$ cat config.mk
export PLATFORM = sky130hd
export DESIGN_NAME = ccpu_top
export DESIGN_NICKNAME = d
export VERILOG_FILES = /design/src/common/ccpu_pkg.sv /design/src/rtl/ccpu_top.sv
export SDC_FILE = /design/constraint.sdc
export NUM_CORES = 1
export LEC_CHECK = 0
export BUFFER_PORTS_ARGS = -buffer_cell sky130_fd_sc_hd__buf_2
export CAP_MARGIN = 20
export CORE_ASPECT_RATIO = 0.7
export CORE_UTILIZATION = 55
export CTS_CLUSTER_SIZE = 40
export DETAILED_ROUTE_END_ITERATION = 16
export PLACE_DENSITY_LB_ADDON = 0.08
export SYNTH_ARGS = -nofsm -noshare
export SYNTH_HDL_FRONTEND = slang
export SYNTH_SLANG_ARGS = --single-unit
export TNS_END_PERCENT = 5
$ cat constraint.sdc
create_clock -name clk_in -period 3.31 [get_ports clk_in]
set_input_delay 0.4965 -clock clk_in [delete_from_list [all_inputs] [get_ports clk_in]]
set_output_delay 0.4965 -clock clk_in [all_outputs]
set_load 0.03 [all_outputs]
$ cat src/common/ccpu_pkg.sv
// Constants, types and mode decoding for the capture/compare/PWM unit pair.
// Assumes an 8-bit register port and 16-bit timer counts from outside.
package ccpu_pkg;

  // **********************************************************************
  // Register map (word per address, 8-bit data)
  // **********************************************************************
  localparam logic [3:0] OFS_CTRL_ONE = 4'h0;  // unit_control, unit one
  localparam logic [3:0] OFS_LOW_ONE  = 4'h1;  // unit_one_value_low
  localparam logic [3:0] OFS_HIGH_ONE = 4'h2;  // unit_one_value_high
  localparam logic [3:0] OFS_CTRL_TWO = 4'h3;  // unit_control, unit two
  localparam logic [3:0] OFS_LOW_TWO  = 4'h4;  // unit_two_value_low
  localparam logic [3:0] OFS_HIGH_TWO = 4'h5;  // unit_two_value_high
  localparam logic [3:0] OFS_FLAGS    = 4'h6;  // Event flags, write 1 clears
  localparam logic [3:0] OFS_ENABLES  = 4'h7;  // Event interrupt enables

  // **********************************************************************
  // Fields and reset values
  // **********************************************************************
  localparam int         DUTY_LSB     = 4;      // duty_low_bits at [5:4]
  localparam logic [5:0] CTRL_RST     = 6'h00;
  localparam logic [15:0] VALUE_RST   = 16'h0000;
  localparam logic [9:0] DUTY_RST     = 10'h000;
  localparam logic [3:0] PRESC_FOUR   = 4'h3;   // Last count of four
  localparam logic [3:0] PRESC_SIXTN  = 4'hF;   // Last count of sixteen

  // **********************************************************************
  // Mode field codes
  // **********************************************************************
  localparam logic [3:0] MODE_OFF     = 4'h0;
  localparam logic [3:0] MODE_TOGGLE  = 4'h2;
  localparam logic [3:0] MODE_CAP_FAL = 4'h4;
  localparam logic [3:0] MODE_CAP_RIS = 4'h5;
  localparam logic [3:0] MODE_CAP_R4  = 4'h6;
  localparam logic [3:0] MODE_CAP_R16 = 4'h7;
  localparam logic [3:0] MODE_CMP_SET = 4'h8;
  localparam logic [3:0] MODE_CMP_CLR = 4'h9;
  localparam logic [3:0] MODE_CMP_SW  = 4'hA;
  localparam logic [3:0] MODE_CMP_TRG = 4'hB;

  typedef enum logic [4:0] {
    CLS_OFF      = 5'h01,
    CLS_CAPTURE  = 5'h02,
    CLS_COMPARE  = 5'h04,
    CLS_PWM      = 5'h08,
    CLS_RESERVED = 5'h10
  } ccpu_class_e;

  // Whole state of the unit pair
  typedef struct packed {
    logic [1:0][5:0]  ctrl;
    logic [1:0][15:0] value;
    logic [1:0][3:0]  presc;
    logic [1:0][9:0]  duty;
    logic [1:0]       flag;
    logic [1:0]       irq_en;
    logic [1:0]       sync_a;
    logic [1:0]       sync_b;
    logic [1:0]       pin_prev;
    logic [1:0]       out_latch;
    logic [1:0]       match_prev;
    logic [1:0]       trig;
    logic             clr_first;
    logic             clr_second;
    logic             adc_start;
    logic [7:0]       rdata;
  } ccpu_state_s;

  // Sorts a mode field value into its operating class
  function automatic ccpu_class_e mode_class(input logic [3:0] mode);
    ccpu_class_e cls;
    cls = CLS_RESERVED;
    case (mode)
      MODE_OFF: cls = CLS_OFF;
      MODE_TOGGLE, MODE_CMP_SET, MODE_CMP_CLR, MODE_CMP_SW, MODE_CMP_TRG:
        cls = CLS_COMPARE;
      MODE_CAP_FAL, MODE_CAP_RIS, MODE_CAP_R4, MODE_CAP_R16:
        cls = CLS_CAPTURE;
      4'hC, 4'hD, 4'hE, 4'hF: cls = CLS_PWM;
      default: cls = CLS_RESERVED;
    endcase
    return cls;
  endfunction

endpackage

$ cat src/rtl/ccpu_top.sv
// Two capture/compare/PWM units with their registers, pin logic and triggers.
// Assumes timer counts, timer writes and the PWM period event arrive
// synchronous to clk_in; the unit pins are synchronised here.
//
// Local design decisions: the register offsets and the strobed register port.
`timescale 1ns/1ps
`default_nettype none

module ccpu_top (
  input  wire logic        clk_in,
  input  wire logic        rst_b_in,
  input  wire logic [3:0]  reg_addr_in,
  input  wire logic [7:0]  reg_wdata_in,
  input  wire logic        reg_wr_in,
  input  wire logic        reg_rd_in,
  output logic      [7:0]  reg_rdata_out,
  input  wire logic [15:0] first_timer_count_in,
  input  wire logic [15:0] second_timer_count_in,
  input  wire logic        first_timer_write_in,
  input  wire logic        second_timer_write_in,
  input  wire logic [1:0]  timebase_select_in,
  input  wire logic        pwm_period_in,
  input  wire logic        adc_enable_in,
  input  wire logic [1:0]  unit_pin_in,
  input  wire logic [1:0]  port_data_in,
  input  wire logic [1:0]  port_direction_in,
  output logic      [1:0]  unit_pin_out,
  output logic      [1:0]  unit_pin_oe_out,
  output logic      [1:0]  unit_event_flag_out,
  output logic      [1:0]  unit_event_irq_out,
  output logic      [1:0]  match_trigger_out,
  output logic             first_timer_clear_out,
  output logic             second_timer_clear_out,
  output logic             adc_start_out,
  output logic      [9:0]  pwm_duty_one_out,
  output logic      [9:0]  pwm_duty_two_out
);

  // **********************************************************************
  // State and per-unit compare terms
  // **********************************************************************
  ccpu_pkg::ccpu_state_s st_q;
  ccpu_pkg::ccpu_state_s st_d;
  logic [1:0]            use_second;
  logic [1:0][15:0]      tb;
  logic [1:0]            match;
  logic [1:0]            hit;
  logic [1:0]            is_cmp;
  logic [1:0]            drives_pin;

  // Timebase pick per unit
  assign use_second[0] = timebase_select_in[1];
  assign use_second[1] = timebase_select_in[1] | timebase_select_in[0];

  // Continuous compare against the selected timer, acted on at match entry
  for (genvar g = 0; g < 2; g++) begin : g_unit
    assign tb[g] = use_second[g] ? second_timer_count_in
                                 : first_timer_count_in;
    assign match[g]  = (st_q.value[g] == tb[g]);
    assign is_cmp[g] = (ccpu_pkg::mode_class(st_q.ctrl[g][3:0])
                        == ccpu_pkg::CLS_COMPARE);
    assign hit[g]    = match[g] & ~st_q.match_prev[g] & is_cmp[g];
    assign drives_pin[g] = is_cmp[g]
                           & (st_q.ctrl[g][3:0] != ccpu_pkg::MODE_CMP_SW);
  end

  // **********************************************************************
  // Next state
  // **********************************************************************
  // Register access, capture, compare and PWM duty staging for both units
  always_comb begin
    logic [3:0]            mode_v;
    logic                  rise_v;
    logic                  fall_v;
    logic                  cap_v;
    logic                  set_v;
    logic                  clr_v;
    logic [3:0]            last_v;
    logic [3:0]            a_ctrl;
    logic [3:0]            a_low;
    logic [3:0]            a_high;
    ccpu_pkg::ccpu_class_e cls_v;
    mode_v = 4'h0;
    rise_v = 1'b0;
    fall_v = 1'b0;
    cap_v  = 1'b0;
    set_v  = 1'b0;
    clr_v  = 1'b0;
    last_v = 4'h0;
    a_ctrl = 4'h0;
    a_low  = 4'h0;
    a_high = 4'h0;
    cls_v  = ccpu_pkg::CLS_OFF;
    st_d   = st_q;
    st_d.clr_first  = 1'b0;
    st_d.clr_second = 1'b0;
    st_d.adc_start  = 1'b0;
    for (int u = 0; u < 2; u++) begin
      a_ctrl = (u == 0) ? ccpu_pkg::OFS_CTRL_ONE : ccpu_pkg::OFS_CTRL_TWO;
      a_low  = (u == 0) ? ccpu_pkg::OFS_LOW_ONE  : ccpu_pkg::OFS_LOW_TWO;
      a_high = (u == 0) ? ccpu_pkg::OFS_HIGH_ONE : ccpu_pkg::OFS_HIGH_TWO;
      mode_v = st_q.ctrl[u][3:0];
      cls_v  = ccpu_pkg::mode_class(mode_v);
      cap_v  = 1'b0;
      // Pin synchroniser; edges seen whatever the pin direction
      st_d.sync_a[u]   = unit_pin_in[u];
      st_d.sync_b[u]   = st_q.sync_a[u];
      st_d.pin_prev[u] = st_q.sync_b[u];
      rise_v = st_q.sync_b[u] & ~st_q.pin_prev[u];
      fall_v = ~st_q.sync_b[u] & st_q.pin_prev[u];
      st_d.match_prev[u] = match[u];
      st_d.trig[u] = 1'b0;
      case (cls_v)
        ccpu_pkg::CLS_CAPTURE: begin
          case (mode_v)
            ccpu_pkg::MODE_CAP_FAL: cap_v = fall_v;
            ccpu_pkg::MODE_CAP_RIS: cap_v = rise_v;
            default: begin
              // Count survives a switch between prescale settings
              last_v = (mode_v == ccpu_pkg::MODE_CAP_R4)
                       ? ccpu_pkg::PRESC_FOUR : ccpu_pkg::PRESC_SIXTN;
              if (rise_v) begin
                if (st_q.presc[u] >= last_v) begin
                  cap_v = 1'b1;
                  st_d.presc[u] = 4'h0;
                end else begin
                  st_d.presc[u] = st_q.presc[u] + 4'h1;
                end
              end
            end
          endcase
        end
        ccpu_pkg::CLS_COMPARE: begin
          st_d.presc[u] = 4'h0;
          if (hit[u]) begin
            case (mode_v)
              ccpu_pkg::MODE_TOGGLE:
                st_d.out_latch[u] = ~st_q.out_latch[u];
              ccpu_pkg::MODE_CMP_SET: st_d.out_latch[u] = 1'b1;
              ccpu_pkg::MODE_CMP_CLR: st_d.out_latch[u] = 1'b0;
              ccpu_pkg::MODE_CMP_TRG: begin
                st_d.trig[u] = 1'b1;
                // Clear the timer this unit times against
                if (use_second[u]) begin
                  st_d.clr_second = 1'b1;
                end else begin
                  st_d.clr_first = 1'b1;
                end
                if (u == 1) begin
                  st_d.adc_start = adc_enable_in;
                end
              end
              default: ;
            endcase
          end
        end
        ccpu_pkg::CLS_PWM: begin
          st_d.presc[u] = 4'h0;
          if (pwm_period_in) begin
            st_d.duty[u] = {st_q.value[u][7:0],
                            st_q.ctrl[u][ccpu_pkg::DUTY_LSB +: 2]};
          end
        end
        ccpu_pkg::CLS_OFF: begin
          st_d.presc[u]     = 4'h0;
          st_d.out_latch[u] = 1'b0;
        end
        default: begin
          st_d.presc[u] = 4'h0;
        end
      endcase
      // Software writes to this unit
      if (reg_wr_in && reg_addr_in == a_ctrl) begin
        st_d.ctrl[u] = reg_wdata_in[5:0];
        if (reg_wdata_in[3:0] != mode_v) begin
          case (reg_wdata_in[3:0])
            ccpu_pkg::MODE_OFF: begin
              st_d.out_latch[u] = 1'b0;
              st_d.presc[u]     = 4'h0;
            end
            ccpu_pkg::MODE_CMP_SET: st_d.out_latch[u] = 1'b0;
            ccpu_pkg::MODE_CMP_CLR: st_d.out_latch[u] = 1'b1;
            default: ;
          endcase
        end
      end
      if (reg_wr_in && reg_addr_in == a_low) begin
        st_d.value[u][7:0] = reg_wdata_in;
      end
      if (reg_wr_in && reg_addr_in == a_high) begin
        st_d.value[u][15:8] = reg_wdata_in;
      end
      // Capture overwrites any value, read or not, and beats a write
      if (cap_v) begin
        st_d.value[u] = tb[u];
      end
      // Flag: hardware set wins over a software clear
      set_v = cap_v | hit[u];
      clr_v = reg_wr_in && reg_addr_in == ccpu_pkg::OFS_FLAGS
              && reg_wdata_in[u];
      st_d.flag[u] = (st_q.flag[u] & ~clr_v) | set_v;
    end
    if (reg_wr_in && reg_addr_in == ccpu_pkg::OFS_ENABLES) begin
      st_d.irq_en = reg_wdata_in[1:0];
    end
    // Read data stands for the one cycle after the read strobe
    st_d.rdata = 8'h00;
    if (reg_rd_in) begin
      case (reg_addr_in)
        ccpu_pkg::OFS_CTRL_ONE: st_d.rdata = {2'h0, st_q.ctrl[0]};
        ccpu_pkg::OFS_LOW_ONE:  st_d.rdata = st_q.value[0][7:0];
        ccpu_pkg::OFS_HIGH_ONE: st_d.rdata = st_q.value[0][15:8];
        ccpu_pkg::OFS_CTRL_TWO: st_d.rdata = {2'h0, st_q.ctrl[1]};
        ccpu_pkg::OFS_LOW_TWO:  st_d.rdata = st_q.value[1][7:0];
        ccpu_pkg::OFS_HIGH_TWO: st_d.rdata = st_q.value[1][15:8];
        ccpu_pkg::OFS_FLAGS:    st_d.rdata = {6'h00, st_q.flag};
        ccpu_pkg::OFS_ENABLES:  st_d.rdata = {6'h00, st_q.irq_en};
        default:                st_d.rdata = 8'h00;
      endcase
    end
  end

  // **********************************************************************
  // State register
  // **********************************************************************
  // Whole state cleared by the asynchronous reset
  always_ff @(posedge clk_in or negedge rst_b_in) begin
    if (!rst_b_in) begin
      st_q       <= '0;
      st_q.ctrl  <= {2{ccpu_pkg::CTRL_RST}};
      st_q.value <= {2{ccpu_pkg::VALUE_RST}};
      st_q.duty  <= {2{ccpu_pkg::DUTY_RST}};
    end else begin
      st_q <= st_d;
    end
  end

  // **********************************************************************
  // Outputs
  // **********************************************************************
  // Pin mux: compare latch in driving modes, else the port latch
  assign unit_pin_out        = (drives_pin & st_q.out_latch)
                               | (~drives_pin & port_data_in);
  assign unit_pin_oe_out     = ~port_direction_in;
  assign unit_event_flag_out = st_q.flag;
  assign unit_event_irq_out  = st_q.flag & st_q.irq_en;
  assign match_trigger_out   = st_q.trig;
  // A software timer write in the same cycle suppresses the clear
  assign first_timer_clear_out  = st_q.clr_first
                                  & ~first_timer_write_in;
  assign second_timer_clear_out = st_q.clr_second
                                  & ~second_timer_write_in;
  assign adc_start_out       = st_q.adc_start;
  assign pwm_duty_one_out    = st_q.duty[0];
  assign pwm_duty_two_out    = st_q.duty[1];
  assign reg_rdata_out       = st_q.rdata;

  // **********************************************************************
  // Assertions
  // **********************************************************************
  a_presc_held_clear: assert property (
    @(posedge clk_in) disable iff (!rst_b_in)
    (st_q.ctrl[0][3:2] != 2'h1) |=> (st_q.presc[0] == 4'h0))
    else $error("prescaler not clear outside capture");

  a_capture_copies_timer: assert property (
    @(posedge clk_in) disable iff (!rst_b_in)
    (st_q.ctrl[1][3:0] == ccpu_pkg::MODE_CAP_RIS && st_q.sync_b[1]
     && !st_q.pin_prev[1])
    |=> (st_q.value[1] == $past(tb[1])) && st_q.flag[1])
    else $error("capture did not copy timer count");

  a_flag_sticky: assert property (
    @(posedge clk_in) disable iff (!rst_b_in)
    (st_q.flag[0] && !(reg_wr_in && reg_addr_in == ccpu_pkg::OFS_FLAGS))
    |=> st_q.flag[0])
    else $error("event flag dropped without software clear");

  a_toggle_on_match: assert property (
    @(posedge clk_in) disable iff (!rst_b_in)
    (st_q.ctrl[0][3:0] == ccpu_pkg::MODE_TOGGLE && hit[0] && !reg_wr_in)
    |=> (st_q.out_latch[0] != $past(st_q.out_latch[0])) && st_q.flag[0])
    else $error("toggle mode did not toggle");

  a_set_on_match: assert property (
    @(posedge clk_in) disable iff (!rst_b_in)
    (st_q.ctrl[0][3:0] == ccpu_pkg::MODE_CMP_SET && hit[0] && !reg_wr_in)
    |=> st_q.out_latch[0] && st_q.flag[0])
    else $error("set mode did not drive high");

  a_clear_on_match: assert property (
    @(posedge clk_in) disable iff (!rst_b_in)
    (st_q.ctrl[1][3:0] == ccpu_pkg::MODE_CMP_CLR && hit[1] && !reg_wr_in)
    |=> !st_q.out_latch[1] && st_q.flag[1])
    else $error("clear mode did not drive low");

  a_trigger_clears_timer: assert property (
    @(posedge clk_in) disable iff (!rst_b_in)
    (st_q.ctrl[0][3:0] == ccpu_pkg::MODE_CMP_TRG && hit[0] && !use_second[0])
    |=> st_q.clr_first && match_trigger_out[0] ##1 !st_q.clr_first)
    else $error("trigger did not clear first timer once");

  a_adc_start: assert property (
    @(posedge clk_in) disable iff (!rst_b_in)
    (st_q.ctrl[1][3:0] == ccpu_pkg::MODE_CMP_TRG && hit[1] && adc_enable_in)
    |=> adc_start_out)
    else $error("unit two trigger did not start conversion");

  a_off_resets_unit: assert property (
    @(posedge clk_in) disable iff (!rst_b_in)
    (reg_wr_in && reg_addr_in == ccpu_pkg::OFS_CTRL_ONE
     && reg_wdata_in[3:0] == ccpu_pkg::MODE_OFF)
    |=> !st_q.out_latch[0] && st_q.presc[0] == 4'h0)
    else $error("disable did not reset unit");

  a_pwm_duty_load: assert property (
    @(posedge clk_in) disable iff (!rst_b_in)
    (st_q.ctrl[0][3:2] == 2'h3 && pwm_period_in)
    |=> pwm_duty_one_out == {$past(st_q.value[0][7:0]),
                             $past(st_q.ctrl[0][5:4])})
    else $error("duty not loaded at period event");

  a_reserved_bits_zero: assert property (
    @(posedge clk_in) disable iff (!rst_b_in)
    (reg_rd_in && reg_addr_in == ccpu_pkg::OFS_CTRL_TWO)
    |=> reg_rdata_out[7:6] == 2'h0)
    else $error("control bits 7:6 not zero");

endmodule // ccpu_top

`default_nettype wire

After elaboration in Yosys (flattened, before gate mapping)
Memory sizes are Yosys's and may differ from the RTL's.
Index checks and enable logic that the tools add are counted.
{"block": "totals", "reg_bits": 99, "in_bits": 60, "mem_count": 4, "output_inout_bits": 41, "romBits": 320}
{"memory": "(name not given)", "depth": 16, "width": 5, "rd": 1, "rd_clocked_by_memory_dff": 0, "wr": 0, "line": "ccpu_pkg.sv:73", "source": "case (mode)"}
{"memory": "(name not given)", "depth": 16, "width": 5, "rd": 1, "rd_clocked_by_memory_dff": 0, "wr": 0, "line": "ccpu_pkg.sv:73"}
{"memory": "(name not given)", "depth": 16, "width": 5, "rd": 1, "rd_clocked_by_memory_dff": 0, "wr": 0, "line": "ccpu_pkg.sv:73"}
{"memory": "(name not given)", "depth": 16, "width": 5, "rd": 1, "rd_clocked_by_memory_dff": 0, "wr": 0, "line": "ccpu_pkg.sv:73"}
{"block": "op_classes", "n_reduce_logical": 21, "n_bitwise": 37, "order_cmp": 2, "n_eq_ne": 39, "n_addsub": 2, "mux": 59}
{"cell": "2-to-1 mux 16 bit", "count": 4}
{"cell": "2-to-1 mux 4 bit", "count": 16}
{"cell": "one-hot mux 8 bit (8 select lines)", "count": 1}
{"cell": "equality test 4 x 3 -> 1 bit (second input constant)", "count": 10}
{"cell": "2-to-1 mux 8 bit", "count": 5}
{"cell": "equality test 16 bit", "count": 2}
{"cell": "equality test 4 bit (second input constant)", "count": 8}
{"cell": "equality test 5 x 3 -> 1 bit (second input constant)", "count": 4}
{"cell": "2-to-1 mux 1 bit", "count": 19}
{"cell": "2-to-1 mux 3 bit", "count": 6}
{"cell": "equality test 4 x 2 -> 1 bit (second input constant)", "count": 4}
{"cell": "bitwise AND 1 bit", "count": 14}
{"cell": "inverter 1 bit", "count": 12}
{"cell": "one-hot mux 1 bit (2 select lines)", "count": 6}
{"cell": "equality test 5 x 1 -> 1 bit (second input constant)", "count": 2}
{"cell": "equality test 5 x 2 -> 1 bit (second input constant)", "count": 2}
{"cell": "equality test 5 x 4 -> 1 bit (second input constant)", "count": 2}
{"cell": "logical AND 1 bit", "count": 10}
{"cell": "adder 4 x 1 -> 4 bit (second input constant)", "count": 2}
{"cell": ">= comparator 4 bit", "count": 2}
{"cell": "logical NOT 4 bit", "count": 2}
{"cell": "inequality test 4 bit", "count": 2}
{"cell": "inequality test 4 bit (second input constant)", "count": 2}
{"cell": "nonzero test 2 bit", "count": 4}
{"cell": "8 further kinds", "count": 19}

Depth between registers and ports, before layout
{"block": "depth", "ltp_word": 10, "mapped_depth": 12}

Worst setup path after synthesis
No wires, ideal clock.
{"block": "synth_timing", "kind": "input port to flip-flop", "start": "input port timebase_select_in[1]", "end": "register st_q[16] (netlist name)", "setup_time_ns": 0.141, "path_buffers": 1, "path_slack_ns": 0.830, "arrival_time_ns": 2.339, "required_time_ns": 3.169, "stages": 9, "cell_sequence": "or2_1 buf_6 a2111oi_4 nand3_1 and3_1 or4_4 nor3_1 a211o_1 a22oi_1"}
{"item": "start, declared", "line": "ccpu_top.sv:21", "source": "input wire logic [1:0] timebase_select_in,"}
{"item": "end signal, assigned", "line": "ccpu_top.sv:234", "source": "st_q <= st_d;"}
{"item": "end, declared", "line": "ccpu_top.sv:42", "source": "ccpu_pkg::ccpu_state_s st_q;"}

==> metrics.txt <==
# TYPE chip_impl_metric gauge
chip_impl_metric{name="drv_cap",unit=""} 0
chip_impl_metric{name="max_freq",unit="MHz"} 361.0
chip_impl_info{name="critical_path_class",value="in -> reg"} 1
chip_impl_info{name="yosys.area.top_type",value="dfrtp_1"} 1
chip_impl_metric{name="grt_use_total",unit="%"} 30.62
chip_impl_metric{name="setup_viol",unit=""} 0
chip_impl_info{name="min_path_type",value="in -> async"} 1
chip_impl_metric{name="synth_seq_cells",unit=""} 99
chip_impl_metric{name="timing.max_slew.rel_slack",unit="%"} 43.83
chip_impl_metric{name="io-pin-count",unit=""} 101
chip_impl_metric{name="powerDensity",unit="nW/um^2"} 724.6
chip_impl_metric{name="timing.critical_path.arrival",unit="ns"} 2.98
chip_impl_metric{name="timing.setup.tns",unit="ns"} 0
chip_impl_metric{name="fp.dieArea",unit="um^2"} 11790
chip_impl_metric{name="detailedRoute.firstIterationViolations",unit=""} 357
chip_impl_metric{name="yosysSeqAreaShare",unit="%"} 39.67
chip_impl_metric{name="cellLeakagePower",unit="nW"} 3.228
chip_impl_metric{name="synthesis.yosys.warnings",unit=""} 0
chip_impl_metric{name="cell_area_after_synthesis",unit="um^2"} 6245
chip_impl_metric{name="synthArstFlopShare",unit="%"} 100.0
chip_impl_metric{name="core",unit="um^2"} 11050
chip_impl_info{name="synthFlopType",value="dfrtp_1"} 1
chip_impl_metric{name="critPathRequiredTime",unit="ns"} 3.52
chip_impl_metric{name="met3_wirelength",unit="mm"} 1.443
chip_impl_metric{name="detailroute.wirelength.met2",unit="mm"} 7.249
chip_impl_metric{name="drt.antenna.violating_nets",unit=""} 0
chip_impl_metric{name="n_antenna_cell",unit=""} 0
chip_impl_metric{name="post-cts-setup-buffers",unit=""} 0
chip_impl_metric{name="drc_errors",unit=""} 0
chip_impl_metric{name="via_density_per_instance",unit=""} 5.869
chip_impl_metric{name="design_area",unit="um^2"} 6944
chip_impl_metric{name="layout_worst_path_cycle_share",unit="%"} 83.68
chip_impl_metric{name="holdBufCountCts",unit=""} 0
chip_impl_metric{name="utilization",unit="%"} 62.84
chip_impl_info{name="clk_root_buffer_cell",value="clkbuf_16"} 1
chip_impl_metric{name="vias",unit=""} 4942
chip_impl_info{name="cp-start-kind",value="input pin"} 1
chip_impl_info{name="critPathCaptureType",value="flip-flop"} 1
chip_impl_metric{name="gp_congestion",unit=""} 0.9708
chip_impl_metric{name="post_cts_resized",unit=""} 0
chip_impl_metric{name="postSynthAreaPerCell",unit="um^2"} 9.881
chip_impl_metric{name="register_to_register_path_depth",unit=""} 11
chip_impl_metric{name="mappedNetlistNets",unit=""} 698
chip_impl_metric{name="grt_pass1_wl",unit="mm"} 27.00
chip_impl_metric{name="finish.net_count",unit=""} 751
chip_impl_metric{name="finish.cell_count_without_fillers",unit=""} 842
chip_impl_metric{name="h_tree_levels",unit=""} 3
chip_impl_metric{name="grt_pass1_vias",unit=""} 4814
chip_impl_metric{name="post-place-cells",unit=""} 827
chip_impl_metric{name="slew_violations",unit=""} 0
chip_impl_metric{name="skew",unit="ns"} 0.005642
chip_impl_info{name="tritoncts",value="done"} 1
chip_impl_info{name="routed.top_layer",value="met4"} 1
chip_impl_metric{name="std_cell_rows",unit=""} 32
chip_impl_metric{name="post_synth_num_cell_types",unit=""} 63
chip_impl_metric{name="grt_antenna_before_repair",unit=""} 0
chip_impl_metric{name="largest_net_degree_at_the_start_of_global_routing",unit=""} 55
chip_impl_metric{name="worst_skew_pair.late_latency",unit="ns"} 0.35
chip_impl_metric{name="edff_count_synth",unit=""} 0
chip_impl_metric{name="postPlaceCellArea",unit="um^2"} 6643
chip_impl_info{name="outcome",value="finished clean"} 1
chip_impl_metric{name="synthesis.instances",unit=""} 632
chip_impl_metric{name="vdd.ir_drop.worst",unit="mV"} 0.4171
chip_impl_metric{name="numClockSinks",unit=""} 99
chip_impl_metric{name="synth_top_area_share",unit="%"} 39.67
chip_impl_metric{name="final_layout_size_suffix_gt1_share",unit="%"} 28.88
chip_impl_metric{name="flow.area_growth_from_synthesis",unit="%"} 11.20
chip_impl_metric{name="wirelength",unit="mm"} 17.06
chip_impl_metric{name="firstDrtPassIters",unit=""} 6
chip_impl_metric{name="clkSlewWorstSetupHoldPaths",unit="ns"} 0.07
chip_impl_metric{name="final_hold_viol_count",unit=""} 0
chip_impl_metric{name="post-dp-hpwl",unit="mm"} 12.71
chip_impl_info{name="rsz0062_at_grt",value="false"} 1
chip_impl_metric{name="detail_route.wl_per_cell",unit="um"} 20.26
chip_impl_metric{name="routedLengthMet1",unit="mm"} 8.215
chip_impl_metric{name="buffer_ports.inserted",unit=""} 100
chip_impl_metric{name="floorplan.initialDensity",unit="%"} 56.51
chip_impl_metric{name="max-clock-path-buffers",unit=""} 2
chip_impl_metric{name="worst_slew_pin_slew",unit="ns"} 0.8348
chip_impl_metric{name="die_y",unit="um"} 91.15
chip_impl_info{name="yosys-top-cells-area",value="dfrtp_1, mux2_2, mux2i_1"} 1
chip_impl_metric{name="fp.dieW",unit="um"} 129.4
chip_impl_metric{name="timing.final.crit_period",unit="ns"} 2.770
chip_impl_metric{name="worst-path-max-fanout",unit=""} 19
chip_impl_metric{name="grt_overflow",unit=""} 0
chip_impl_metric{name="cts-buffers-inserted",unit=""} 9
==> Yosys cell counts, drive strengths merged, types with 4 or more instances <==
| library cell | n |
|---|---|
| nand2b | 9 |
| ha | 6 |
| and2 | 8 |
| xor2 | 18 |
| xnor2 | 30 |
| a21o | 5 |
| a22o | 7 |
| dfrtp | 99 |
| mux2i | 38 |
| a22oi | 5 |
| inv | 15 |
| nand3 | 8 |
| nand2 | 41 |
| nand3b | 4 |
| nor2b | 19 |
| mux2 | 65 |
| nand4 | 5 |
| nor2 | 59 |
| buf | 38 |
| nor4 | 9 |
| nor3b | 5 |
| nor3 | 6 |
| a221oi | 5 |
| o21ai | 26 |
| clkbuf | 27 |
| a21oi | 31 |
==> layer usage <==
metal / vias up / track usage (%)
met4: 0 / 6.275
met2: 197 / 43.55
li1: 2299 / -
met1: 2423 / 45.82
met5: - / 0
met3: 23 / 8.544
==> flip-flops by register name (all words and copies together), names as in the netlist <==
name and count:
st_d 4, unit_event_flag_out 2, reg_rdata_out 8, pwm_duty_one_out 10, st_q 62, adc_start_out 1, pwm_duty_two_out 10, match_trigger_out 2
==> cell type report <==
| class | count | area (um^2) |
|---|---|---|
| clock buffers | 10 | 239.0 |
| multi-input cells | 453 | 3329 |
| clock inverters | 5 | 62.56 |
| well taps | 153 | 191.4 |
| repair buffers | 107 | 588.1 |
| inverters | 15 | 56.30 |
| fillers | 946 | 4106 |
| flip-flops and latches | 99 | 2477 |
==> power breakdown <==
part           switching, W  internal (W)  total [W]  leakage [nW]
Clock              0.000472      0.000607    0.00108         0.141
Combinational       0.00104      0.000850    0.00189          1.85
Sequential         0.000479       0.00159    0.00206          1.23
Total               0.00199       0.00304    0.00503          3.23
==> critical path, stage by stage <==
cell and delay [ns]:
buf_2 0.11, buf_12 0.18, mux2i_1 0.52, xnor2_1 0.14, nor4_1 0.37, nand4_1 0.21, nor4_2 0.39, mux2_1 0.36
o211ai_1 0.11, a22oi_2 0.07
==> final timing paths <==
| path | from | end | slack (ns) |
|---|---|---|---|
| min in group clk_in | unit_pin_in[1] | st_d[20] | 0.25 |
| hold reg to reg | st_d[20] | st_d[18] | 0.35 |
| setup / recovery | timebase_select_in[1] | st_q[15] | 0.54 |
| max in group asynchronous | rst_b_in | st_q[71] | 2.45 |
| hold / removal | rst_b_in | st_q[48] | 0.15 |
| setup reg to reg | st_q[90] | st_q[62] | 0.63 |
==> cell usage in the layout, fill, tap and decap left out, types with 3 or more instances in the layout <==
cell type and instances:
mux2i_1 37, nor2b_1 19, o2111ai_1 3, mux2_2 64, a21oi_1 31, a221oi_1 5
a21o_1 5, buf_4 5, a22o_1 7, a22oi_1 4, nand2b_1 9, dfrtp_1 99
nand4_1 5, ha_1 6, nor3b_1 5, nor4_1 8, o21ai_0 26, nand3_1 8
nor3_1 6, o21a_1 3, xnor2_1 30, clkbuf_16 9, nand2_1 41, nor2_1 56
inv_1 15, and2_1 8, nand3b_1 4, xor2_1 18, a211o_1 3, buf_2 99
==> metrics by stage <==
| step | power [W] | worst slack [ns] | hold WS [ns] |
|---|---|---|---|
| finish | 0.005032 | 0.5402 | 0.1542 |
| global route | 0.005317 | 0.3326 | 0.2057 |
| CTS | 0.005033 | 0.5895 | 0.1754 |
| detailed placement | 0.003941 | 0.2274 | 0.3436 |
| global placement | 0.003898 | 0.1563 | 0.3325 |
| floorplan | 0.003519 | 0.8303 | 0.2009 |
==> logic make-up after synthesis <==
group | share of synthesized area (%)
and+or+nand+nor | 14.63
AOI/OAI and AO/OA | 12.78
muxes | 17.87
DFF | 39.67
buffers and inverters | 7.113
xor gates and xnor gates | 6.732
adders and majority gates | 1.202
Power figures use the tool's default switching activity.
